`config.mk`:
```
export PLATFORM = sky130hd
export DESIGN_NAME = apc_attr_ctrl
export DESIGN_NICKNAME = d
export VERILOG_FILES = /design/src/design/apc_attr_pkg.sv /design/src/design/apc_attr_ctrl.sv
export VERILOG_INCLUDE_DIRS = /design/src /design/src/design
export SDC_FILE = /design/constraint.sdc
export NUM_CORES = 1
export LEC_CHECK = 0
export BUFFER_PORTS_ARGS = -buffer_cell sky130_fd_sc_hd__buf_2
export CAP_MARGIN = 10
export CORE_AREA = 2 2 125 127
export DETAILED_ROUTE_END_ITERATION = 8
export DIE_AREA = 0 0 127 129
export PLACE_DENSITY = 0.95
export SYNTH_ARGS = -nofsm -noshare
export SYNTH_HDL_FRONTEND = slang
export SYNTH_SLANG_ARGS = --single-unit
export TNS_END_PERCENT = 50
```
`constraint.sdc`:
```
create_clock -name clk_in -period 6.5 [get_ports clk_in]
set_input_delay 0.65 -clock clk_in [delete_from_list [all_inputs] [get_ports clk_in]]
set_output_delay 0.65 -clock clk_in [all_outputs]
set_load 0.05 [all_outputs]
```
`src/design/apc_attr_regs.svh`:
```
`ifndef APC_ATTR_REGS_SVH
`define APC_ATTR_REGS_SVH
// Function
// - status port read clears select latch
// - each write port write flips latch
// - data port read leaves latch alone
// - data registers written and read back
// - index low five bits pick register
// - index bit five routes video to palette
// - sixteen 6-bit entries map 4-bit pixel
// - mode bit seven takes bits 5:4 from select
// - mode bit six passes full 8-bit pixel
// - mode bit five zeroes pan until vsync
// - mode bit three blink or background intensity
// - mode bit two copies dot eight, C0-DF
// - mode bit one selects monochrome emulation
// - mode bit zero selects graphics handling
// - border register drives border colour
// - plane enable bits gate colour planes
// - plane bits 5:4 route status colour pair
// - pan value shifts left per mode table
// - index register readable at write port
// - select bits 3:2 give top index bits
// - mode bit seven uses four select bits

// host i/o ports
`define APC_PORT_WRITE      16'h03C0
`define APC_PORT_READ       16'h03C1
`define APC_PORT_STAT_MONO  16'h03BA
`define APC_PORT_STAT_COLR  16'h03DA
// data register indices
`define APC_IDX_MODE        5'h10
`define APC_IDX_BORDER      5'h11
`define APC_IDX_PLANE       5'h12
`define APC_IDX_PAN         5'h13
`define APC_IDX_CSEL        5'h14
// field positions
`define APC_IDX_SRC_BIT     5
`define APC_MODE_P54_BIT    7
`define APC_MODE_WIDE_BIT   6
`define APC_MODE_SPLIT_BIT  5
`define APC_MODE_BLINK_BIT  3
`define APC_MODE_LGFX_BIT   2
`define APC_MODE_MONO_BIT   1
`define APC_MODE_GFX_BIT    0
// writable masks, reserved bits read zero
`define APC_MASK_INDEX      8'h3F
`define APC_MASK_PAL        8'h3F
`define APC_MASK_MODE       8'hEF
`define APC_MASK_PLANE      8'h3F
`define APC_MASK_PAN        8'h0F
`define APC_MASK_CSEL       8'h0F
// reset values
`define APC_RST_REG         8'h00
// panning figures
`define APC_PAN_NINE_WRAP   4'h8
// line graphics code range top bits (C0..DF)
`define APC_LGFX_TOP        3'h6
`endif

```
`src/design/apc_attr_pkg.sv`:
```
package apc_attr_pkg;
    // address/data selection latch, one-hot
    typedef enum logic [1:0] {
        APC_SEL_INDEX = 2'b01,
        APC_SEL_DATA  = 2'b10
    } apc_sel_type;
    typedef logic [7:0] apc_byte_type;
endpackage

```
`src/design/apc_attr_ctrl.sv`:
```
`timescale 1ns/100ps
`include "apc_attr_regs.svh"
module apc_attr_ctrl #(
    parameter int PAL_ENTRIES = 16
) (
    input  wire logic                       clk_in,          // pixel clock, 100 MHz
    input  wire logic                       srst_in,         // sync reset, high
    input  wire logic [15:0]                io_addr_in,      // host i/o address
    input  wire logic                       io_wr_in,        // host OUT strobe
    input  wire logic                       io_rd_in,        // host IN strobe
    input  wire apc_attr_pkg::apc_byte_type io_wdata_in,     // host write data
    output logic      [7:0]                 io_rdata_out,    // host read data
    input  wire logic                       pix_valid_in,    // pixel slot valid
    output logic                            pix_ready_out,   // pixel slot taken
    input  wire logic [3:0]                 pix_planes_in,   // plane bits, graphics
    input  wire logic [7:0]                 pix_byte_in,     // 8-bit attribute, wide mode
    input  wire logic [7:0]                 text_attr_in,    // text attribute byte
    input  wire logic [7:0]                 text_char_in,    // text character code
    input  wire logic                       text_dot_in,     // font dot
    input  wire logic                       text_dot8_in,    // eighth dot of the cell
    input  wire logic                       text_ninth_in,   // slot is ninth column
    input  wire logic                       blink_phase_in,  // blink off phase
    input  wire logic                       border_in,       // slot outside active area
    input  wire logic                       line_cmp_in,     // line compare pulse
    input  wire logic                       vsync_in,        // vertical sync
    input  wire logic                       nine_dot_in,     // 9-dot text timing active
    output logic                            colour_valid_out,// colour index valid
    input  wire logic                       colour_ready_in, // converter accepts
    output logic      [7:0]                 colour_out,      // colour index to converter
    output logic      [1:0]                 status_route_out,// status port bits 5:4
    output logic      [3:0]                 pan_shift_out,   // pixels to shift left
    output logic                            mono_emul_out,   // monochrome emulation
    output logic                            gfx_mode_out     // graphics pixel handling
);
    import apc_attr_pkg::*;

    apc_sel_type sel_r;
    logic [5:0]  index_r;
    logic [5:0]  pal_r [PAL_ENTRIES];
    logic [7:0]  mode_r;
    logic [7:0]  border_r;
    logic [5:0]  plane_r;
    logic [3:0]  pan_r;
    logic [3:0]  csel_r;
    logic        pan_zero_r;

    logic wr_port;
    logic rd_data;
    logic rd_index;
    logic rd_stat;
    logic wr_data;
    assign wr_port  = io_wr_in && (io_addr_in == `APC_PORT_WRITE);
    assign rd_data  = io_rd_in && (io_addr_in == `APC_PORT_READ);
    assign rd_index = io_rd_in && (io_addr_in == `APC_PORT_WRITE);
    assign rd_stat  = io_rd_in && ((io_addr_in == `APC_PORT_STAT_MONO) || (io_addr_in == `APC_PORT_STAT_COLR));
    assign wr_data  = wr_port && (sel_r == APC_SEL_DATA);

    // selection latch; a write in the same cycle as a status read wins
    always_ff @(posedge clk_in) begin
        if (srst_in) begin
            sel_r <= APC_SEL_INDEX;
        end else if (wr_port) begin
            unique case (sel_r)
                APC_SEL_INDEX: sel_r <= APC_SEL_DATA;
                APC_SEL_DATA:  sel_r <= APC_SEL_INDEX;
                default:       sel_r <= APC_SEL_INDEX;
            endcase
        end else if (rd_stat) begin
            sel_r <= APC_SEL_INDEX;
        end
    end

    // index register load
    always_ff @(posedge clk_in) begin
        if (srst_in) begin
            index_r <= 6'h00;
        end else if (wr_port && (sel_r == APC_SEL_INDEX)) begin
            index_r <= io_wdata_in[5:0];
        end
    end

    // palette entries
    always_ff @(posedge clk_in) begin
        if (srst_in) begin
            for (int i = 0; i < PAL_ENTRIES; i++) begin
                pal_r[i] <= 6'h00;
            end
        end else if (wr_data && !index_r[4]) begin
            pal_r[index_r[3:0]] <= io_wdata_in[5:0];
        end
    end

    // control data registers, reserved bits masked off
    always_ff @(posedge clk_in) begin
        if (srst_in) begin
            mode_r   <= `APC_RST_REG;
            border_r <= `APC_RST_REG;
            plane_r  <= 6'h00;
            pan_r    <= 4'h0;
            csel_r   <= 4'h0;
        end else if (wr_data) begin
            unique case (index_r[4:0])
                `APC_IDX_MODE:   mode_r   <= io_wdata_in & `APC_MASK_MODE;
                `APC_IDX_BORDER: border_r <= io_wdata_in;
                `APC_IDX_PLANE:  plane_r  <= io_wdata_in[5:0];
                `APC_IDX_PAN:    pan_r    <= io_wdata_in[3:0];
                `APC_IDX_CSEL:   csel_r   <= io_wdata_in[3:0];
                default: ;
            endcase
        end
    end

    // readback of the indexed register
    logic [7:0] data_rd;
    always_comb begin
        data_rd = 8'h00;
        if (!index_r[4]) begin
            data_rd = {2'b00, pal_r[index_r[3:0]]};
        end else begin
            unique case (index_r[4:0])
                `APC_IDX_MODE:   data_rd = mode_r;
                `APC_IDX_BORDER: data_rd = border_r;
                `APC_IDX_PLANE:  data_rd = {2'b00, plane_r};
                `APC_IDX_PAN:    data_rd = {4'h0, pan_r};
                `APC_IDX_CSEL:   data_rd = {4'h0, csel_r};
                default:         data_rd = 8'h00;
            endcase
        end
    end

    // host read data, registered one cycle after the strobe
    always_ff @(posedge clk_in) begin
        if (srst_in) begin
            io_rdata_out <= 8'h00;
        end else if (rd_data) begin
            io_rdata_out <= data_rd;
        end else if (rd_index) begin
            io_rdata_out <= {2'b00, index_r};
        end else if (rd_stat) begin
            // routed colour pair on bits 5:4
            io_rdata_out <= {2'b00, status_route_out, 4'h0};
        end
    end

    // split-screen pan hold: cleared by vsync
    always_ff @(posedge clk_in) begin
        if (srst_in) begin
            pan_zero_r <= 1'b0;
        end else if (line_cmp_in && mode_r[`APC_MODE_SPLIT_BIT]) begin
            pan_zero_r <= 1'b1;
        end else if (vsync_in || !mode_r[`APC_MODE_SPLIT_BIT]) begin
            pan_zero_r <= 1'b0;
        end
    end

    // effective shift from the pan value
    logic [3:0] pan_eff;
    logic [3:0] shift_nxt;
    assign pan_eff = pan_zero_r ? 4'h0 : pan_r;
    always_comb begin
        if (mode_r[`APC_MODE_WIDE_BIT]) begin
            shift_nxt = {2'b00, pan_eff[2:1]};
        end else if (nine_dot_in && !mode_r[`APC_MODE_GFX_BIT]) begin
            if (pan_eff == `APC_PAN_NINE_WRAP || pan_eff > `APC_PAN_NINE_WRAP) begin
                shift_nxt = 4'h0;
            end else begin
                shift_nxt = pan_eff + 4'h1;
            end
        end else begin
            shift_nxt = {1'b0, pan_eff[2:0]};
        end
    end

    // mode outputs and shift, registered
    always_ff @(posedge clk_in) begin
        if (srst_in) begin
            pan_shift_out <= 4'h0;
            mono_emul_out <= 1'b0;
            gfx_mode_out  <= 1'b0;
        end else begin
            pan_shift_out <= shift_nxt;
            mono_emul_out <= mode_r[`APC_MODE_MONO_BIT];
            gfx_mode_out  <= mode_r[`APC_MODE_GFX_BIT];
        end
    end

    // attribute value: text cell or graphics planes
    logic [3:0] fg;
    logic [3:0] bg;
    logic       lgfx_code;
    logic       dot;
    logic [3:0] attr_val;
    logic [3:0] attr_gated;
    logic [5:0] pal_val;
    logic [7:0] colour_nxt;
    assign lgfx_code = (text_char_in[7:5] == `APC_LGFX_TOP);
    always_comb begin
        fg = text_attr_in[3:0];
        bg = mode_r[`APC_MODE_BLINK_BIT] ? {1'b0, text_attr_in[6:4]} : text_attr_in[7:4];
        if (text_ninth_in) begin
            dot = mode_r[`APC_MODE_LGFX_BIT] && lgfx_code && text_dot8_in;
        end else begin
            dot = text_dot_in;
        end
        if (mode_r[`APC_MODE_BLINK_BIT] && text_attr_in[7] && blink_phase_in) begin
            dot = 1'b0;
        end
        if (mode_r[`APC_MODE_GFX_BIT]) begin
            attr_val = pix_planes_in;
            if (mode_r[`APC_MODE_BLINK_BIT] && blink_phase_in) begin
                attr_val[3] = 1'b0;
            end
        end else begin
            attr_val = dot ? fg : bg;
        end
    end

    assign attr_gated = attr_val & plane_r[3:0];
    assign pal_val = pal_r[attr_gated];

    // colour index assembly
    always_comb begin
        if (border_in || !index_r[`APC_IDX_SRC_BIT]) begin
            colour_nxt = border_r;
        end else if (mode_r[`APC_MODE_WIDE_BIT]) begin
            colour_nxt = pix_byte_in;
        end else if (mode_r[`APC_MODE_P54_BIT]) begin
            colour_nxt = {csel_r, pal_val[3:0]};
        end else begin
            colour_nxt = {csel_r[3:2], pal_val};
        end
    end

    // two-entry skid buffer toward the converter
    logic [7:0] skid_r;
    logic       skid_v_r;
    logic       acc;
    logic       drain;
    assign acc   = pix_valid_in && pix_ready_out;
    assign drain = !colour_valid_out || colour_ready_in;
    always_ff @(posedge clk_in) begin
        if (srst_in) begin
            colour_valid_out <= 1'b0;
            colour_out       <= 8'h00;
            skid_r           <= 8'h00;
            skid_v_r         <= 1'b0;
            pix_ready_out    <= 1'b0;
        end else begin
            pix_ready_out <= 1'b1;
            if (drain) begin
                if (skid_v_r) begin
                    colour_out       <= skid_r;
                    colour_valid_out <= 1'b1;
                    skid_v_r         <= 1'b0;
                end else begin
                    colour_out       <= colour_nxt;
                    colour_valid_out <= acc;
                end
            end else if (acc) begin
                skid_r        <= colour_nxt;
                skid_v_r      <= 1'b1;
                pix_ready_out <= 1'b0;
            end else begin
                pix_ready_out <= !skid_v_r;
            end
        end
    end

    // status pair from the last colour handed on
    always_ff @(posedge clk_in) begin
        if (srst_in) begin
            status_route_out <= 2'b00;
        end else if (colour_valid_out && colour_ready_in) begin
            unique case (plane_r[5:4])
                2'b00: status_route_out <= {colour_out[2], colour_out[0]};
                2'b01: status_route_out <= {colour_out[5], colour_out[4]};
                2'b10: status_route_out <= {colour_out[3], colour_out[1]};
                2'b11: status_route_out <= {colour_out[7], colour_out[6]};
                default: status_route_out <= 2'b00;
            endcase
        end
    end
endmodule

```
== Word level (Yosys, flattened, before mapping) ==
Memories as Yosys holds them, arrays and structs flattened. A register that Yosys moved wholly into a read port is not among the register bits.
Index checks and enable logic that the tools add are counted.

* Bitwise logic cells: 3
* $add $sub $neg: 1
* Mux-type cells: 38
* Reductions and logical operators: 41
* Order comparisons: 1
* Eq/ne operators: 16

{| class="wikitable"
|+ Operators with widths
! kind !! number
|-
| $eq A16 B10 Y1 const B || 4
|-
| $mux W8 || 7
|-
| $pmux W8 S5 || 1
|-
| $mux W4 || 7
|-
| $eq A5 B5 Y1 const B || 5
|-
| $logic_and A1 B1 Y1 || 16
|-
| $mux W1 || 14
|-
| $mux W6 || 2
|-
| $reduce_and A2 Y1 || 6
|-
| $mux W2 || 4
|-
| $pmux W2 S4 || 1
|-
| $eq A2 B2 Y1 const B || 3
|-
| $logic_not A1 Y1 || 6
|-
| $mux W3 || 2
|-
| $reduce_or A6 Y1 || 1
|-
| $logic_or A1 B1 Y1 || 5
|-
| $add A4 B1 Y4 const B || 1
|-
| $and A4 B4 Y4 || 1
|-
| $eq A2 B1 Y1 const B || 2
|-
| $eq A4 B4 Y1 const B || 1
|-
| $gt A4 B4 Y1 const B || 1
|-
| $reduce_bool A2 Y1 || 2
|-
| $reduce_or A2 Y1 || 2
|-
| $reduce_or A4 Y1 || 1
|-
| other kinds (4) || 5
|}

* Logic and storage cells: 121
* Bits in registers: 73
* RAM bits: 96
* Memories kept: 1
* Output and inout port bits: 26
* Bits of input ports: 66

{| class="wikitable"
|+ Memories
! memory !! words !! width !! read ports !! clocked after Yosys merged registers in !! wr ports !! RTL line !! source
|-
| pal_r || 16 || 6 || 2 || 1 || 16 || apc_attr_ctrl.sv:39 || <nowiki>logic [5:0] pal_r [PAL_ENTRIES];</nowiki>
|}

== Longest topological paths before layout ==
An unclocked memory read counts as a cell.

* Word-level depth: 13
* Gate-level depth with buffers: 10
* Depth with buffers taken out: 8

== Least setup slack after synthesis ==
Ideal clock, no wire load.

* Kind: input -> register
* Start: in io_addr_in[11]
* End: mem pal_r[11][0] (enable)
* Path buffers: 0
* Setup time: 303 ps
* Data required time: 6197 ps
* Stages: 8
* Setup slack: 3313 ps
* Arrival time: 2884 ps
* Path through: or4_1 -> nor4_1 -> nand4b_1 -> or3b_4 -> nor3_4 -> nand3b_1 -> nor2_1 -> or2_2

{| class="wikitable"
|+ RTL lines
! item !! RTL line !! source
|-
| from (decl) || apc_attr_ctrl.sv:8 || <nowiki>input wire logic [15:0] io_addr_in,</nowiki>
|-
| to (decl) || apc_attr_ctrl.sv:39 ||
|}

== Final worst setup path ==
* Start: reg mode_r[0]
* End: reg colour_out[1]

* Cells in the longest elaborated chain, start to end: 7

{| class="wikitable"
|+ RTL lines
! item !! RTL line !! source
|-
| from (decl) || apc_attr_ctrl.sv:40 || <nowiki>logic [7:0] mode_r;</nowiki>
|-
| from (signal assigned) || apc_attr_ctrl.sv:96 || <nowiki>mode_r <= `APC_RST_REG;</nowiki>
|-
| from (signal assigned) || apc_attr_ctrl.sv:103 || <nowiki>`APC_IDX_MODE: mode_r <= io_wdata_in & `APC_MASK_MODE;</nowiki>
|-
| $mux W4 || apc_attr_ctrl.sv:208 || <nowiki>if (mode_r[`APC_MODE_GFX_BIT]) begin</nowiki>
|-
| $and A4 B4 Y4 || apc_attr_ctrl.sv:218 || <nowiki>assign attr_gated = attr_val & plane_r[3:0];</nowiki>
|-
| $mem_v2 Z16 W6 || - ||
|-
| $mux W6 || apc_attr_ctrl.sv:227 || <nowiki>end else if (mode_r[`APC_MODE_P54_BIT]) begin</nowiki>
|-
| $mux W8 || apc_attr_ctrl.sv:225 || <nowiki>end else if (mode_r[`APC_MODE_WIDE_BIT]) begin</nowiki>
|-
| $mux W8 || apc_attr_ctrl.sv:223 || <nowiki>if (border_in || !index_r[`APC_IDX_SRC_BIT]) begin</nowiki>
|-
| $mux W8 || apc_attr_ctrl.sv:251 || <nowiki>if (skid_v_r) begin</nowiki>
|-
| to (signal assigned) || apc_attr_ctrl.sv:252 || <nowiki>colour_out <= skid_r;</nowiki>
|-
| to (signal assigned) || apc_attr_ctrl.sv:256 || <nowiki>colour_out <= colour_nxt;</nowiki>
|-
| to (decl) || apc_attr_ctrl.sv:29 || <nowiki>output logic [7:0] colour_out,</nowiki>
|}

No other way between the ends.
A chain may end at the register's enable or synchronous reset.

==> results.env <==
OUTCOME='finished, final reports clean'
TIMING.CRITICAL_PATH.FANOUT_MAX=25
DP_CELLS=1118
CP_DATA_REQUIRED_TIME_NS=6.85
FLOORPLAN.DIE_AREA_SQ_UM=16380
MAX_CAP_VIOL_COUNT=0
PORT_BUFFERS=86
SYN_STD_CELL_AREA_SQ_UM=9378
DRT_DRC_VIOLATIONS_LEFT=0
SLOWEST_DELAY_NS=0.77
DETAIL_ROUTE.ITER0.VIOLATIONS=1295
FINALCOREUTILIZATION=0.6948
CRITICAL_PATH_BUF_INV_COUNT=1
GRT_OVERFLOW_TOTAL=0
TOTAL_ROUTING_RESOURCE_UTILIZATION_AFTER_GLOBAL_ROUTING=0.3310
CTS_TREE='built'
POST-ROUTE-CELL-AREA_SQ_UM=10410
N_FILL_CELL=1062
FMAX_GHz=0.2692
ANTENNA-DIODE-COUNT=0
POSTSYNTHREGISTERBITS=173
AREA_DELTA_SYNTH_FINAL_PCT=10.97
WORST_PATH_DOMINANT_CELL_FAMILY='compound AO/OA/AOI/OAI gates'
CTS.PATH.MAX_BUFFERS=2
CLKLATENCYLATEPIN_NS=0.45
HPWL_MM=18.44
LAYOUT-DRIVE-GT1-SHARE=0.2370
INSTANCES_NO_FILL=1150
SYNTH_COMPOUND_GATE_AREA_SHARE=0.1227
SYNTH_TOP_CELL_AREA_SHARE=0.3074
NUMCTSBUFFERS=17
GRT_FIRST_PASS_WIRELENGTH_MM=40.65
ROUTED-VIA-COUNT=7897
CTS_ROOT_BUFFER='clkbuf_16'
SYNTH_COMMONEST_CELLS='edfxtp_1, dfxtp_1, nor2_1'
YOSYSWARNINGS=0
GRTUSAGEMET2=0.5427
POWER.STATIC_LEAKAGE_nW=3.734
DRT-PASS1-ITER-COUNT=6
PLACEMENT.CELL_AREA_SQ_UM=9841
POSTCTSSETUPBUFFERS=0
TOTAL_DESIGN_POWER_mW=2.312
USE_MET3=0.08482
MUXSHAREOFSYNTHAREA=0.1434
PER_CELL_VIA_COUNT_IN_THE_ROUTED_DESIGN=6.867
FINALWEIGHTEDCONGESTION=0.9671
CRIT_PATH_TOP_DELAY_CELL='a211o_1'
WORST_SLACK_NS=2.785
LEADING_POST_SYNTHESIS_CELLS_BY_CELL_AREA='edfxtp_1, dfxtp_1, mux4_2'
YOSYS.CELL_TYPES.COUNT=68
TOTALNEGATIVESETUPSLACK_NS=0
POWER-PER-CELL-AREA_nW_PER_UM2=222.2
TIMING.CRITICAL_PATH.TO_TYPE='flip-flop'
PATH_CLK_SLEW_NS=0.07
SYNTH-ADDER-AREA-SHARE=0.001334
WORST-ENDPOINT-ARRIVAL_NS=4.06
CRITICAL_PATH.CELL_CHAIN='inv_2, o21ai_1, a211o_1, a211oi_1, o21a_1, o21ai_0, nand3_1, a311oi_1'
INITIAL_UTILIZATION=0.6261
SYNTH_SIMPLE_GATE_AREA_FRAC=0.2254
GR-USAGE-MET1=0.4040
ASYNCSETRESETFLOPFRACSYNTH=0
SYNTHESIS.INSTANCES=903
HOLD_CLASS='flip-flop to flip-flop'
RSZ_0062_RAISED_AFTER_GLOBAL_ROUTING='false'
SLEW_AT_THE_PIN_WITH_THE_WORST_MAX_SLEW_SLACK_NS=1.218
SYN-NUM-NETS=970
NUMCLOCKSINKS=173
WORST_SLEW_MARGIN_REL=0.1863
DIE_HEIGHT_MICRONS=129
SYNTH_FLOP_CELL='edfxtp_1'
GRT_START_MAX_NET_PINS=93
PERIOD_SHARE=0.5715
ANTENNA_VIOLATING_NETS_POST_ROUTE=0
SYNTH-XOR-AREA-SHARE=0.0009340
COMBINATIONAL_FAMILY_WITH_THE_MOST_AREA_AFTER_SYNTHESIS='simple AND/OR/NAND/NOR gates'
PLACEMENT_ROWS=45
YOSYS_TOP_CELL_BY_AREA='edfxtp_1'
FINAL.HOLD.WORST_SLACK_NS=0.4571
FINAL-HOLD-VIOLATION-COUNT=0
IR_WORST_VDD_mV=0.2055
SETUP_VIOL=0
CLOCK_SKEW_NS=0.009159
AVG_INST_SIZE_SYNTH_SQ_UM=10.39
WORST-SETUP-PATH-TYPE='flip-flop to flip-flop'
CTS_HOLD_BUFFERS=0
POST-SYNTH-TOP-COUNT-CELL='edfxtp_1'
DESIGN.CORE.AREA_SQ_UM=14980
SEQ_AREA_FRAC_SYNTH=0.4718
DRT_WL_TOTAL_MM=27.04
FP.DIEW_MICRONS=127
NETS=1016
HTREE_NUM_LEVELS=4
SLEW_VIOL_FINAL=0
BUSIEST_LAYER='met2'
IO-PIN-COUNT=92
POST_CTS.RESIZED_INSTANCES=0
SYNTH_EDF_COUNT=96
GRT_ANTENNA_BEFORE_REPAIR=0
AVERAGE_DETAILED_ROUTED_WIRE_LENGTH_PER_INSTANCE_MICRONS=23.51
TIMING.FINAL.CRIT_PERIOD_NS=3.715
CRITICAL_PATH_LAUNCH_POINT_TYPE='flip-flop'
POST-PLACE-WS_NS=2.642
GRT_PASS1_VIAS=7347
[layout make-up]
cell class / count / area [sq um] / area share
Clock buffer: 18 / 439.2 / 0.04220
Clock inverter: 14 / 126.4 / 0.01214
Inverter: 16 / 60.06 / 0.005771
Multi-Input combinational cell: 648 / 4638 / 0.4457
Sequential cell: 173 / 4424 / 0.4252
Tap cell: 188 / 235.2 / 0.02260
Timing Repair Buffer: 93 / 483.0 / 0.04641
[tightest hold or removal path, stage by stage (launching register included)]
cell and delay [ns]:
dfxtp_1 0.31, nand2_1 0.05, a21oi_1 0.05
[layer usage]
metal | vias up | part of all wire
li1 | 3434 | -
met1 | 3726 | 0.36
met2 | 593 | 0.47
met3 | 144 | 0.11
met4 | 0 | 0.054
met5 | - | 0
[worst paths after layout]
kind / startpoint / slack, ns / to / depth (start not counted)
worst max register to register: mode_r[0] / 2.79 / colour_out[1] / 8
worst max-delay path: mode_r[0] / 2.79 / colour_out[1] / 8
worst min-delay path: skid_r[6] / 0.46 / skid_r[6] / 2
worst min register to register: skid_r[6] / 0.46 / skid_r[6] / 2
[cells by family (layout without fill, tap and decap cells)]
logic type,after synthesis,in the layout
AND/OR/NAND/NOR,391,391
flip-flops,173,173
AO/OA/AOI/OAI,167,167
multiplexers,88,88
buffers and inverters,82,141
adder cells (fa/ha/maj),1,1
XOR/XNOR,1,1
[where the power goes]
group	switching (mW)	leakage, nW	internal, mW
combinational	0.0803	1.89	0.0433
clock	0.457	0.289	0.527
sequential	0.0231	1.56	1.18
total	0.560	3.73	1.75
[flip-flops by register name, indices dropped and copies added (netlist names), named ones only]
signal and flops:
pan_shift_out 4, index_r 6, gfx_mode_out 1, io_rdata_out 8
border_r 8, colour_valid_out 1, mono_emul_out 1, skid_v_r 1
pal_r 96, mode_r 7, status_route_out 2, pix_ready_out 1
skid_r 8, pan_zero_r 1, colour_out 8, plane_r 6
pan_r 4, sel_r 2, csel_r 4
[layout by cell type, fill, tap and decap left out, types with 20 or more instances in the layout]
cell type / netlist / layout
and2_1: 72 / 72
mux4_2: 36 / 36
nor2_1: 76 / 76
buf_2: 8 / 86
mux2i_1: 41 / 41
dfxtp_1: 77 / 77
a21oi_1: 53 / 53
nand2_1: 67 / 67
edfxtp_1: 96 / 96
nand3_1: 45 / 45
and2_2: 24 / 24
o21ai_0: 20 / 20
a211oi_1: 22 / 22
No activity file was read; power rests on OpenSTA's default activity.
